### config.mk
export PLATFORM = sky130hd
export DESIGN_NAME = can_interrupt_code_vector
export DESIGN_NICKNAME = d
export VERILOG_FILES = /design/src/design/can_vec_pkg.sv /design/src/design/can_interrupt_code_vector.sv
export SDC_FILE = /design/constraint.sdc
export NUM_CORES = 1
export LEC_CHECK = 0
export ABC_AREA = 1
export BUFFER_PORTS_ARGS = -buffer_cell sky130_fd_sc_hd__clkbuf_2
export CAP_MARGIN = 20
export CORE_ASPECT_RATIO = 1.4
export CORE_MARGIN = 1
export CORE_UTILIZATION = 40
export DETAILED_ROUTE_END_ITERATION = 10
export GPL_ROUTABILITY_DRIVEN = 0
export PLACE_DENSITY_LB_ADDON = 0.15
export SYNTH_ARGS = -nofsm -noshare
export SYNTH_HDL_FRONTEND = slang
export SYNTH_SLANG_ARGS = --single-unit
### constraint.sdc
create_clock -name aclk -period 4.5 [get_ports aclk]
set_input_delay 0.225 -clock aclk [delete_from_list [all_inputs] [get_ports aclk]]
set_output_delay 0.225 -clock aclk [all_outputs]
set_load 0.005 [all_outputs]
### src/design/can_vec_pkg.sv
package can_vec_pkg;

    // ==========================================
    // Register map
    localparam int ADDR_W = 8;
    localparam logic [ADDR_W-1:0] VEC_ADDR = 8'h00;
    localparam int WORD_LSB = 2;
    localparam logic [1:0] RESP_OKAY = 2'h0;
    localparam logic [1:0] RESP_SLVERR = 2'h2;

    // ==========================================
    // Vector fields
    localparam int FILT_W = 5;
    localparam int CODE_W = 7;
    localparam int FILT_LSB = 8;
    localparam int CODE_LSB = 0;
    localparam logic [31:0] RSVD_MASK = 32'hffff_e080;
    localparam logic [FILT_W-1:0] FILT_RESET = 5'h00;

    // ==========================================
    // Interrupt source codes
    localparam logic [CODE_W-1:0] CODE_RSV_LO = 7'h20;
    localparam logic [CODE_W-1:0] CODE_NONE = 7'h40;
    localparam logic [CODE_W-1:0] CODE_BUS_ERROR = 7'h41;
    localparam logic [CODE_W-1:0] CODE_WAKEUP = 7'h42;
    localparam logic [CODE_W-1:0] CODE_RX_OVERFLOW = 7'h43;
    localparam logic [CODE_W-1:0] CODE_ADDR_ERROR = 7'h44;
    localparam logic [CODE_W-1:0] CODE_BANDWIDTH = 7'h45;
    localparam logic [CODE_W-1:0] CODE_TIMESTAMP = 7'h46;
    localparam logic [CODE_W-1:0] CODE_MODE_CHANGE = 7'h47;
    localparam logic [CODE_W-1:0] CODE_INVALID_MSG = 7'h48;

    typedef struct packed {
        logic [FILT_W-1:0] matched_filter_index;
        logic [CODE_W-1:0] interrupt_source_code;
    } can_vec_s;

    // Listed from highest to lowest service priority
    typedef struct packed {
        logic bus_error_flag;
        logic wakeup_flag;
        logic rx_fifo_overflow_flag;
        logic address_error;
        logic bandwidth_error;
        logic timestamp_timer_flag;
        logic mode_change_flag;
        logic invalid_message_flag;
    } can_events_s;

    function automatic logic [31:0] pack_vector(input can_vec_s v);
        logic [31:0] w;
        w = '0;
        w[FILT_LSB +: FILT_W] = v.matched_filter_index;
        w[CODE_LSB +: CODE_W] = v.interrupt_source_code;
        return w;
    endfunction

endpackage

### src/design/can_interrupt_code_vector.sv
// Operation
// - Filter index reports matched acceptance filter number 0..31 in plain binary.
// - FIFO n pending gives code n; codes 0x20..0x3f never produced.
// - Nothing pending gives code 1000000.
// - Bus error 1000001, wake-up 1000010, receive overflow 1000011.
// - Address error 1000100, bandwidth error 1000101, both raise system error flag.
// - Timestamp 1000110, mode change 1000111, invalid message 1001000; higher never produced.
// - Bits 31..13 and bit 7 read zero; writes have no effect.
// - Fields read-only; reset gives index 00000 and code 1000000.
module can_interrupt_code_vector #(
    parameter int NUM_FIFOS = 32
) (
    input wire logic aclk, // Peripheral clock
    input wire logic aresetn, // Sync reset, active low
    input wire logic [can_vec_pkg::ADDR_W-1:0] s_axi_awaddr, // Write address
    input wire logic s_axi_awvalid, // Write address valid
    output logic s_axi_awready, // Write address ready
    input wire logic [31:0] s_axi_wdata, // Write data, ignored
    input wire logic [3:0] s_axi_wstrb, // Write strobes, ignored
    input wire logic s_axi_wvalid, // Write data valid
    output logic s_axi_wready, // Write data ready
    output logic [1:0] s_axi_bresp, // Write response
    output logic s_axi_bvalid, // Write response valid
    input wire logic s_axi_bready, // Write response ready
    input wire logic [can_vec_pkg::ADDR_W-1:0] s_axi_araddr, // Read address
    input wire logic s_axi_arvalid, // Read address valid
    output logic s_axi_arready, // Read address ready
    output logic [31:0] s_axi_rdata, // Read data
    output logic [1:0] s_axi_rresp, // Read response
    output logic s_axi_rvalid, // Read data valid
    input wire logic s_axi_rready, // Read data ready
    input wire logic [31:0] fifo_interrupt_status_word, // Per-FIFO pending flags
    input wire can_vec_pkg::can_events_s events, // Module event flags
    input wire logic filter_hit_valid, // Pulse: a filter matched
    input wire logic [can_vec_pkg::FILT_W-1:0] filter_hit_index, // Number of that filter
    output can_vec_pkg::can_vec_s vec, // Current vector fields
    output logic system_error_flag // Address or bandwidth error pending
);
    import can_vec_pkg::*;

    if (NUM_FIFOS < 1 || NUM_FIFOS > 32) begin : g_bad_fifos
        $error("NUM_FIFOS must be 1 to 32");
    end

    // ==========================================
    // Source encoding
    logic [CODE_W-1:0] next_code;
    logic [CODE_W-1:0] source_code;
    logic [FILT_W-1:0] filter_index;

    // One driver for the whole output word
    assign vec = {filter_index, source_code};

    always_comb begin
        next_code = CODE_NONE;
        if (events.bus_error_flag) begin
            next_code = CODE_BUS_ERROR;
        end else if (events.wakeup_flag) begin
            next_code = CODE_WAKEUP;
        end else if (events.rx_fifo_overflow_flag) begin
            next_code = CODE_RX_OVERFLOW;
        end else if (events.address_error) begin
            next_code = CODE_ADDR_ERROR;
        end else if (events.bandwidth_error) begin
            next_code = CODE_BANDWIDTH;
        end else if (events.timestamp_timer_flag) begin
            next_code = CODE_TIMESTAMP;
        end else if (events.mode_change_flag) begin
            next_code = CODE_MODE_CHANGE;
        end else if (events.invalid_message_flag) begin
            next_code = CODE_INVALID_MSG;
        end else begin
            // Downward scan so the lowest pending FIFO wins
            for (int i = NUM_FIFOS - 1; i >= 0; i--) begin
                if (fifo_interrupt_status_word[i]) begin
                    next_code = CODE_W'(i);
                end
            end
        end
    end

    // Code follows flags one cycle later; no software acknowledge here
    always_ff @(posedge aclk) begin
        if (!aresetn) begin
            source_code <= CODE_NONE;
        end else begin
            source_code <= next_code;
        end
    end

    always_ff @(posedge aclk) begin
        if (!aresetn) begin
            filter_index <= FILT_RESET;
        end else if (filter_hit_valid) begin
            filter_index <= filter_hit_index;
        end
    end

    always_ff @(posedge aclk) begin
        if (!aresetn) begin
            system_error_flag <= 1'b0;
        end else begin
            system_error_flag <= events.address_error | events.bandwidth_error;
        end
    end

    // ==========================================
    // Write channel: accepted and answered, never stored
    logic aw_got;
    logic w_got;
    logic aw_hit;

    assign s_axi_awready = !aw_got && !s_axi_bvalid;
    assign s_axi_wready = !w_got && !s_axi_bvalid;

    always_ff @(posedge aclk) begin
        if (!aresetn) begin
            aw_got <= 1'b0;
            aw_hit <= 1'b0;
        end else if (s_axi_bvalid && s_axi_bready) begin
            aw_got <= 1'b0;
        end else if (s_axi_awvalid && s_axi_awready) begin
            aw_got <= 1'b1;
            aw_hit <= (s_axi_awaddr >> WORD_LSB) == (VEC_ADDR >> WORD_LSB);
        end
    end

    always_ff @(posedge aclk) begin
        if (!aresetn) begin
            w_got <= 1'b0;
        end else if (s_axi_bvalid && s_axi_bready) begin
            w_got <= 1'b0;
        end else if (s_axi_wvalid && s_axi_wready) begin
            w_got <= 1'b1;
        end
    end

    always_ff @(posedge aclk) begin
        if (!aresetn) begin
            s_axi_bvalid <= 1'b0;
            s_axi_bresp <= RESP_OKAY;
        end else if (s_axi_bvalid) begin
            if (s_axi_bready) begin
                s_axi_bvalid <= 1'b0;
            end
        end else if (aw_got && w_got) begin
            s_axi_bvalid <= 1'b1;
            // Read-only word: write is acknowledged and dropped
            s_axi_bresp <= aw_hit ? RESP_OKAY : RESP_SLVERR;
        end
    end

    // ==========================================
    // Read channel
    assign s_axi_arready = !s_axi_rvalid;

    always_ff @(posedge aclk) begin
        if (!aresetn) begin
            s_axi_rvalid <= 1'b0;
            s_axi_rdata <= '0;
            s_axi_rresp <= RESP_OKAY;
        end else if (s_axi_arvalid && s_axi_arready) begin
            s_axi_rvalid <= 1'b1;
            if ((s_axi_araddr >> WORD_LSB) == (VEC_ADDR >> WORD_LSB)) begin
                s_axi_rdata <= pack_vector(vec);
                s_axi_rresp <= RESP_OKAY;
            end else begin
                s_axi_rdata <= '0;
                s_axi_rresp <= RESP_SLVERR;
            end
        end else if (s_axi_rready) begin
            s_axi_rvalid <= 1'b0;
        end
    end

    logic higher_than_ts;
    assign higher_than_ts = events.bus_error_flag | events.wakeup_flag | events.rx_fifo_overflow_flag
        | events.address_error | events.bandwidth_error;
endmodule // can_interrupt_code_vector

* Yosys cells after proc, flatten, opt, wreduce, memory -nomap -nowiden
Cells that the tools add are included.
** Word-level totals
- Bits in registers :: 54
- Bits of input ports :: 105
** Operators by class
- Muxes and demuxes :: 48
- Bitwise gates (word level) :: 4
- Reduce and logical (&&, ||, !) cells :: 23
** Operators by type and width (number)
- $mux 7 :: 32
- $reduce_or 40->1 :: 1
- $reduce_or 25->1 :: 1
- $logic_not 8->1 :: 2
- $mux 13 :: 1
- $mux 3 :: 4
- $reduce_or 9->1 :: 1
- $mux 2 :: 4
- $reduce_or 8->1 :: 1
- $logic_and 1x1->1 :: 7
- $mux 1 :: 6
- $logic_not 1->1 :: 4
- $mux 4 :: 1
- $reduce_and 2->1 :: 2
- $reduce_or 2->1 :: 2
- $reduce_or 4->1 :: 1
- $not 1->1 :: 3
- $reduce_bool 2->1 :: 1
- $or 1x1->1 :: 1

* Logic depth before layout (Yosys ltp)
Gate-level depths: netlist (run 1).
- Word-level depth :: 40
- Gate-level depth with buffers :: 37
- Depth with buffers taken out :: 37

* Worst setup path after synthesis (run 1)
OpenSTA, ideal clock, no wires.
- Path type :: input -> register
- From :: input fifo_interrupt_status_word[30]
- To :: register source_code[0]
- Setup time :: 0.066 ns
- Arrival time :: 1.812 ns
- Data required time :: 4.434 ns
- Path slack :: 2.622 ns
- Stages on the path :: 37
- Path buffers :: 0
- Cells stage by stage :: inv_1 > nand2_1 > nand2_1 > nand2_1 > nand2_1 > nand2_1 > nand2_1 > nand2_1 > nand2_1 > nand2_1 > nand2_1 > nand2_1 > nand2_1 > nand2_1 > nand2_1 > nand2_1 > nand2_1 > nand2_1 > nand2_1 > nand2_1 > nand2_1 > nand2_1 > nand2_1 > nand2_1 > nand2_1 > nand2_1 > nand2_1 > nand2_1 > nand2_1 > nand2_1 > nand2_1 > nand2_1 > nand2_1 > nand2_1 > nand2_1 > nand2_1 > a21oi_2
** On the way
- Longest elaborated chain between the ends :: 39
** Ends and longest elaborated chain
- start, declared :: line can_interrupt_code_vector.sv:32 : input wire logic [31:0] fifo_interrupt_status_word,
- $mux 7 (31 in series) :: line can_interrupt_code_vector.sv:75 : if (fifo_interrupt_status_word[i]) begin
- $mux 4 :: line can_interrupt_code_vector.sv:70 : end else if (events.invalid_message_flag) begin
- $mux 3 :: line can_interrupt_code_vector.sv:68 : end else if (events.mode_change_flag) begin
- $mux 3 :: line can_interrupt_code_vector.sv:66 : end else if (events.timestamp_timer_flag) begin
- $mux 3 :: line can_interrupt_code_vector.sv:64 : end else if (events.bandwidth_error) begin
- $mux 3 :: line can_interrupt_code_vector.sv:62 : end else if (events.address_error) begin
- $mux 2 :: line can_interrupt_code_vector.sv:60 : end else if (events.rx_fifo_overflow_flag) begin
- $mux 2 :: line can_interrupt_code_vector.sv:58 : end else if (events.wakeup_flag) begin
- $mux 1 :: line can_interrupt_code_vector.sv:56 : if (events.bus_error_flag) begin
- end signal, assigned :: line can_interrupt_code_vector.sv:87 : source_code <= next_code;
- end, declared :: line can_interrupt_code_vector.sv:48 : logic [CODE_W-1:0] source_code;
Every way passes these cells.
A chain may end at the register's enable or synchronous reset.

* Final worst setup path (run 1)
Same ends and word-level chain as after synthesis.

==> results of run 1 <==
==> final cells by class <==
cell class / instances / area share, %
Sequential cell: 30 / 26.6
Tap cell: 45 / 2.50
Clock inverter: 1 / 0.222
Clock buffer: 7 / 3.83
Multi-Input combinational cell: 188 / 37.8
Timing Repair Buffer: 95 / 21.2
Inverter: 47 / 7.82
==> metrics by stage <==
step / power (mW) / worst slack, ns
final: 0.600 / 2.64
after CTS: 0.609 / 2.46
after floorplan: 0.354 / 2.62
after detailed placement: 0.392 / 2.33
after global placement: 0.391 / 2.33
after global routing: 0.637 / 2.24
==> registers in the layout, summed over array words and instances, names as in the netlist <==
signal and count:
system_error_flag 1, s_axi_bvalid 1, s_axi_rvalid 1, aw_got 1, aw_hit 1, filter_index 5, s_axi_bresp 1, s_axi_rdata 11
w_got 1, source_code 6, s_axi_rresp 1
==> logic make-up after synthesis <==
group / share of synthesized area (%)
and+or+nand+nor: 30.0
buffers and inverters: 21.4
AOI/OAI and AO/OA: 13.6
DFF: 34.7
other: 0.216
==> routing by layer <==
metal / up-vias / share of wire, % / track usage, %
met4: 0 / 0.78 / 8.05
met3: 2 / 7.0 / 5.19
li1: 998 / - / -
met5: - / 0 / 0
met1: 807 / 39 / 17.9
met2: 69 / 53 / 31.9
==> report_power, final <==
group / leakage, nW / total [mW] / internal [mW] / switching (mW)
Sequential: 0.246 / 0.283 / 0.276 / 0.00655
Combinational: 0.993 / 0.103 / 0.0454 / 0.0580
Clock: 0.0482 / 0.214 / 0.123 / 0.0912
Total: 1.29 / 0.600 / 0.444 / 0.156
==> critical path, delay by kind of cell <==
kind                   cells  cell delay (ns)
buffers and inverters      2             0.13
AND/OR/NAND/NOR           35             1.60
AO/OA/AOI/OAI              1             0.11
==> how the worst min path moves through the flow <==
stage | startpoint | end | slack, ns
2_1_floorplan | events[0] | source_code[6] | 0.33
3_3_place_gp | aw_hit | s_axi_bresp[1] | 0.42
3_5_place_dp | aw_hit | s_axi_bresp[1] | 0.42
4_1_cts | filter_hit_index[2] | filter_index[2] | 0.16
5_1_grt | s_axi_awvalid | aw_hit | 0.18
6_report | filter_hit_index[2] | filter_index[2] | 0.17
==> layout by cell type, fill, tap and decap left out, drive strengths merged <==
cell / count
a311oi: 2
o31ai: 1
clkbuf: 101
nand4: 3
a31oi: 2
o21ai: 8
nor4: 3
nor3b: 1
dfxtp: 30
or4: 1
conb: 24
nor2: 50
clkinv: 1
inv: 47
nand2: 56
nand3: 8
buf: 1
o21a: 2
nor3: 6
o311ai: 2
a22oi: 11
a21oi: 8
==> impl_metrics.json, run 1 <==
{
  "critPathMostFrequentCell": "nand2_1",
  "hold_violations": 0,
  "crit_type": "primary input to register",
  "yosysWarnings": 0,
  "grt_max_degree": 14,
  "critPathRequiredTime_ns": 4.71,
  "insertion_delay_ns": 0.27,
  "endpoint_kind": "register",
  "dpl.cell_count": 404,
  "wire_per_inst_um": 9.27,
  "clk_pin_slew_ns": 0.06,
  "violations": "DRC",
  "grt_pass1_vias": 1563,
  "fin_crit_sh_pct": 41.4,
  "power_density_mw_per_mm2": 266,
  "fin_tns_setup_ns": 0,
  "setup_viol": 0,
  "final_area_mm2": 0.00226,
  "synth_common_cells": "nand2_1, nor2_1, inv_1, dfxtp_1, buf_4",
  "grt_pass1_wl_um": 6240,
  "multi_input_area_um2": 853,
  "num_rows": 28,
  "ys_seq_area_share_pct": 34.7,
  "die_area_mm2": 0.00460,
  "place_hpwl_um": 3140,
  "cts_made_buffers": 5,
  "via_per_inst": 4.54,
  "vias": 1876,
  "clock_sinks": 30,
  "num-fill-cells": 477,
  "syn_area_mm2": 0.00173,
  "holdPathStages": 3,
  "cts_post_setup_buffers_inserted": 0,
  "layout-drive-gt1-share_pct": 29.9,
  "status": "finished with violations",
  "yosys_register_bits": 30,
  "synth_largest_area_cell": "dfxtp_1",
  "synth.most_common_cell": "nand2_1",
  "finClkSkew_ns": 0.00476,
  "crit_path_start_kind": "primary input",
  "reg2reg_slack_ns": 2.82,
  "worstHoldPathType": "primary input to register",
  "regArea_um2": 601,
  "grt_overflow_total": 0,
  "cts_resized": 0,
  "critPathMaxStageDelay_ns": 0.11,
  "grt_usage_pct": 17.5,
  "diodes": 0,
  "ctsHoldBuffers": 0,
  "placed_area_mm2": 0.00216,
  "rr_worst_depth": 6,
  "cts_max_path_buffers": 2,
  "fp.dieW_um": 57.6,
  "peakVddDrop_mv": 0.0858,
  "synth_ff_type": "dfxtp_1",
  "fin_util_pct": 53.7,
  "drtAntennaViolNets": 0,
  "netlist_instances": 270,
  "synth_top_area_share_pct": 34.7,
  "initial_utilization_pct": 41.2,
  "fin_cells": 413,
  "synth_edf_count": 0,
  "place.port_buffers": 94,
  "wl_um": 3830,
  "p_leak_nw": 1.29,
  "synth_cell_types": 24,
  "dr.pass1.iters": 8,
  "fin_crit_ns": 1.86,
  "hold_slack_ns": 0.174,
  "r2r-end": "s_axi_rdata[9]",
  "area_growth_pct": 30.2,
  "drc_errors": 10,
  "arrival_ns": 2.07,
  "nets": 472,
  "ctsHtreeMaxLevel": 2,
  "crit_start": "fifo_interrupt_status_word[30]",
  "synthTopCellsByArea": "dfxtp_1, nand2_1, nor2_1",
  "rr_startpoint": "s_axi_rvalid",
  "rsz0062_at_grt": "no",
  "syn_avg_cell_area_um2": 6.42,
  "cp-endpoint": "source_code[0]",
  "die_h_um": 79.9,
  "ys_async_sr_fraction_pct": 0,
  "ios": 159,
  "crit_fanout": 2,
  "drtIter0Drc": 75,
  "max_freq_mhz": 537,
  "cts_tree": "done",
  "drv_slew": 0,
  "cts-root-buf": "clkbuf_8",
  "cp_slowest_cell": "a21oi_2",
  "antenna_found_initial": 0,
  "cap_violations": 0,
  "fp.coreArea_mm2": 0.00420
}
(Power assumes the default switching activity.)
==> inputs of run 2 (changes only) <==
ABC_AREA = 0   (was 1)
CORE_UTILIZATION = 34   (was 40)
clock period = 1.5 ns   (was 4.5 ns; I/O delays follow)
==> run 2 against run 1 <==
Net effect: the flow now finishes without violations; sequential share of layout area down 0.32 points; final cell count shrank 9.4%; count of clock-buffer cells in the layout is the same; first-iteration DRC count grew 43%.
==> impl_metrics.json, run 2 <==
{
  "status": "finished, final reports clean",
  "yosys_register_bits": 30,
  "reg_top3": "s_axi_rdata: 11 flops, source_code: 6 flops, filter_index: 5 flops",
  "synth-simple-area-share_pct": 28.6,
  "path_buf_inv": 2,
  "endpoint_kind": "register",
  "fin_crit_sh_pct": 79.4,
  "arrival_ns": 1.40,
  "ys_async_sr_fraction_pct": 0,
  "hold_violations": 0,
  "num-fill-cells": 541,
  "synth_common_cells": "dfxtp_1, nor2b_1, buf_4, nor2_1, a22oi_1",
  "ios": 159,
  "cts_resized": 0,
  "synth_cell_types": 36,
  "critical_path.top_delay_family": "simple AND/OR/NAND/NOR gates",
  "reg2reg_slack_ns": 0.31,
  "rr_worst_depth": 6,
  "crit_fanout": 12,
  "power_density_mw_per_mm2": 752,
  "ctsHoldBuffers": 0,
  "dpl.cell_count": 367,
  "antenna_found_initial": 0,
  "insertion_delay_ns": 0.27,
  "drc_errors": 0,
  "cp_slowest_cell": "dfxtp_1",
  "fp.dieW_um": 62.4,
  "holdPathEnd": "s_axi_rvalid",
  "diodes": 0,
  "grt_usage_pct": 15.5,
  "top_register": "s_axi_rdata",
  "r2r-end": "s_axi_rdata[12]",
  "cts_made_buffers": 5,
  "syn_area_mm2": 0.00174,
  "initial_utilization_pct": 35.6,
  "ys_seq_area_share_pct": 34.6,
  "synth_ff_type": "dfxtp_1",
  "cts-root-buf": "clkbuf_8",
  "synthAdderAreaFrac_pct": 0,
  "finClkSkew_ns": 0.00142,
  "grt_overflow_total": 0,
  "synthMuxAreaShare_pct": 3.46,
  "peakVddDrop_mv": 0.282,
  "holdPathStages": 2,
  "nets": 415,
  "final_cell_mix": "clkbuf_2, nor2b_1, dfxtp_1",
  "p_leak_nw": 1.07,
  "die_area_mm2": 0.00540,
  "rsz0062_at_grt": "no",
  "crit_type": "register to register",
  "drtAntennaViolNets": 0,
  "synth_largest_area_cell": "dfxtp_1",
  "wire_per_inst_um": 10.8,
  "cts_max_path_buffers": 2,
  "hold_start": "s_axi_arvalid",
  "clock_sinks": 30,
  "layout-drive-gt1-share_pct": 34.2,
  "ctsHtreeMaxLevel": 2,
  "synthTopCellsByArea": "dfxtp_1, nor2b_1, buf_4",
  "cp_cell_sequence": "inv_1 > nand2_1 > nor4_4 > buf_12 > a22oi_1 > nor2b_1",
  "dr.pass1.iters": 4,
  "critPathRequiredTime_ns": 1.71,
  "place_hpwl_um": 3380,
  "crit_path_start_kind": "register",
  "layout_commonest_cell": "clkbuf_2",
  "synth_top_family_by_area": "simple AND/OR/NAND/NOR gates",
  "largest_reg_flops": 11,
  "yosysWarnings": 0,
  "synth_top_area_share_pct": 34.6,
  "fin_cells": 374,
  "area_growth_pct": 31.5,
  "pre_cts_ws_ns": 0.0976,
  "synth_compound_area_share_pct": 18.9,
  "netlist_instances": 210,
  "die_h_um": 86.6,
  "max_freq_mhz": 840,
  "setup_viol": 0,
  "grt_max_degree": 25,
  "grt_pass1_vias": 1587,
  "fp.coreArea_mm2": 0.00488,
  "rr_startpoint": "s_axi_rvalid",
  "grt_pass1_wl_um": 6570,
  "cts_post_setup_buffers_inserted": 0,
  "num_rows": 30,
  "synth_edf_count": 0,
  "fin_tns_setup_ns": 0,
  "syn_avg_cell_area_um2": 8.27,
  "vias": 1763,
  "worstHoldPathType": "primary input to register",
  "wl_um": 4040,
  "place.port_buffers": 94,
  "synth_xor_xnor_area_share_pct": 0,
  "cts_tree": "done",
  "crit_start": "s_axi_rvalid",
  "fin_crit_ns": 1.19,
  "via_per_inst": 4.71,
  "drtIter0Drc": 107,
  "drv_slew": 0,
  "critPathMaxStageDelay_ns": 0.33,
  "clk_pin_slew_ns": 0.06,
  "fin_ws_ns": 0.310,
  "cap_violations": 0
}
-- run 2: kinds of logic (layout without fill, tap and decap cells) --
family / count (synthesis) / after routing
and+or+nand+nor: 88 / 88
AOI/OAI and AO/OA: 48 / 48
buffers and inverters: 37 / 114
DFF: 30 / 30
muxes: 6 / 6
other: 1 / 24
-- run 2: report_power, final --
part | total [mW] | switching, mW | internal [mW]
Sequential | 0.843 | 0.0190 | 0.824
Combinational | 0.293 | 0.151 | 0.143
Clock | 0.582 | 0.264 | 0.318
Total | 1.72 | 0.433 | 1.28
-- run 2: final cells by class --
type | count | area, µm² | area share, %
well taps | 64 | 80.1 | 3.51
repair buffers | 99 | 520 | 22.8
multi-input cells | 166 | 976 | 42.7
clock buffers | 7 | 76.3 | 3.34
inverters | 8 | 30.0 | 1.32
flip-flops and latches | 30 | 601 | 26.3
-- run 2: worst register-to-register path, stage by stage, from the launching register on --
cell,delay [ns]
dfxtp_1,0.33
inv_1,0.07
nand2_1,0.10
nor4_4,0.28
buf_12,0.17
a22oi_1,0.07
nor2b_1,0.11
-- run 2: metrics by stage --
step	power, mW	cell area (µm²)	hold slack [ns]	util (%)
final	1.72	2280	0.0520	46.8
after global routing	1.82	2280	0.0451	46.8
after CTS	1.74	2280	0.0451	46.8
after detailed placement	1.15	2210	0.335	45.2
after global placement	1.15	2210	0.319	45.2
after floorplan	1.03	1820	0.151	-
-- run 2: routing by layer --
layer  vias to the layer above  GRT usage [%]  share of wire, %  wire length (µm)
met3                         4           5.13               7.8               315
met2                        76           28.9                53              2150
li1                        903              -                 -                 -
met5                         -              0                 0                 0
met4                         0           6.98               1.5                61
met1                       780           15.5                37              1510
-- run 2: worst max path at each step --
stage          depth (start not counted)         endpoint
2_1_floorplan                          6   s_axi_rdata[0]
3_3_place_gp                           6   source_code[3]
3_5_place_dp                           6   source_code[3]
4_1_cts                                6   s_axi_rdata[6]
5_1_grt                                6   s_axi_rdata[8]
6_report                               6  s_axi_rdata[12]
==> inputs of run 3 (changes only) <==
clock period = 1.05 ns   (was 1.5 ns; I/O delays follow)
==> run 3 against run 2 <==
Net effect: the flow now finishes with violations (setup timing); global-route usage is 1.3 points higher; setup slack worse by 0.37 ns; sequential share of layout area is 3.5 points lower; critical path depth is the same; register-to-register slack worse by 0.26 ns; combinational power is 86% higher; critical path type is now primary input to register; non-clock buffer count up 36; first-iteration DRC count decreased by 30%; wire length is 10% higher; clock power rose by 84%; die area unchanged.
==> impl_metrics.json, run 3 (synthesis gave the netlist of run 2 again) <==
{
  "regArea_um2": 602,
  "place.port_buffers": 94,
  "cts_max_path_buffers": 2,
  "ios": 159,
  "clock_sinks": 30,
  "num_rows": 30,
  "peakVddDrop_mv": 0.464,
  "arrival_ns": 1.33,
  "max_freq_mhz": 901,
  "power_density_mw_per_mm2": 1070,
  "setup_viol": 11,
  "dr.pass1.iters": 4,
  "fin_tns_setup_ns": -0.550,
  "comb_power_share_pct": 19.4,
  "worstHoldPathType": "primary input to register",
  "via_per_inst": 4.63,
  "final_area_mm2": 0.00263,
  "seq_power_share_pct": 42.6,
  "fin_cells": 411,
  "fin_total_pwr_mw": 2.82,
  "netSwitchingPower_mw": 0.688,
  "grt_pass1_vias": 1758,
  "wl_um": 4460,
  "crit_path_start_kind": "primary input",
  "grt_max_degree": 26,
  "fp.dieW_um": 62.4,
  "multi_input_area_mm2": 0.00103,
  "finClkSkew_ns": 0.00184,
  "endpoint_kind": "register",
  "cts-root-buf": "clkbuf_8",
  "cts_tree": "done",
  "fp.coreArea_mm2": 0.00488,
  "vias": 1904,
  "grt_usage_pct": 16.7,
  "p_leak_nw": 1.28,
  "diodes": 0,
  "insertion_delay_ns": 0.28,
  "p_sw_share_pct": 24.4,
  "cts_post_setup_buffers_inserted": 0,
  "drtAntennaViolNets": 0,
  "layout-drive-gt1-share_pct": 45.0,
  "reg_top3": "s_axi_rdata: 11 flops, source_code: 6 flops, filter_index: 5 flops",
  "area_growth_pct": 51.7,
  "drc_errors": 0,
  "crit_fanout": 7,
  "final_cell_mix": "clkbuf_2, buf_4, nor2b_1",
  "clockPowerShare_pct": 38.1,
  "ctsHtreeMaxLevel": 2,
  "grt_overflow_total": 0,
  "antenna_found_initial": 0,
  "placed_area_mm2": 0.00249,
  "grt_pass1_wl_um": 7110,
  "status": "finished with violations",
  "initial_utilization_pct": 35.6,
  "place_hpwl_um": 3790,
  "cts_made_buffers": 5,
  "largest_reg_flops": 11,
  "wire_per_inst_um": 10.8,
  "rsz0062_at_grt": "yes",
  "cap_violations": 0,
  "dpl.cell_count": 403,
  "top_register": "s_axi_rdata",
  "layout_commonest_cell": "clkbuf_2",
  "pre_cts_ws_ns": -0.266,
  "crit_type": "primary input to register",
  "die_area_mm2": 0.00540,
  "clk_pin_slew_ns": 0.06,
  "die_h_um": 86.6,
  "fin_ws_ns": -0.0600,
  "fin_crit_sh_pct": 106,
  "internal-power_mw": 2.13,
  "num-fill-cells": 508,
  "nets": 451,
  "drtIter0Drc": 75,
  "critPathRequiredTime_ns": 1.27,
  "hold_violations": 0,
  "drv_slew": 0,
  "violations": "setup timing",
  "fin_crit_ns": 1.11
}
[run 3: repair_timing]
action                     CTS  global route
setup endpoints to repair   12            16
resized for setup            0             7
hold buffers                 0             0
hold endpoints to repair     0             0
pin swaps                    2             0
[run 3: path summary, 6_finish.rpt]
| kind | startpoint | end | slack (ns) | cells after the start |
|---|---|---|---|---|
| worst max-delay path | s_axi_araddr[7] | s_axi_rdata[6] | -0.06 | 6 |
| worst min-delay path | s_axi_rready | s_axi_rvalid | 0.02 | 3 |
| worst max register to register | s_axi_rvalid | s_axi_rdata[6] | 0.05 | 6 |
| worst min register to register | s_axi_bresp[1] | s_axi_bresp[1] | 0.51 | 1 |
[run 3: worst max-delay path: stages]
cell	delay, ns
clkbuf_2	0.08
or4_4	0.54
nor4_4	0.29
buf_4	0.19
a22oi_1	0.07
nor2b_1	0.10
[run 3: area by class of cell]
cell class	count	share of cell area, %
well taps	64	3.04
clock buffers	8	4.18
repair buffers	135	29.7
multi-input cells	166	39.1
inverters	8	1.14
flip-flops and latches	30	22.9
[run 3: power groups by stage]
stage          Sequential [mW]  Clock [mW]  Combinational, mW
6_report                  1.20        1.07              0.545
3_5_place_dp              1.23           0              0.536
5_1_grt                   1.20        1.16              0.608
3_3_place_gp              1.23           0              0.531
4_1_cts                   1.20        1.10              0.538
2_1_floorplan             1.23           0              0.255
[run 3: layer usage]
metal	global-route usage, %	vias up	share of wire (%)
li1	-	975	-
met1	17.1	848	38
met2	32.0	77	53
met3	3.42	4	6.5
met4	8.25	0	1.8
met5	0	-	0
[run 3: stage by stage]
step	hold WS (ns)	util, %
floorplan	0.128	-
global placement	0.312	51.0
detailed placement	0.320	51.0
CTS	0.0226	53.3
global route	0.0227	54.0
finish	0.0235	54.0
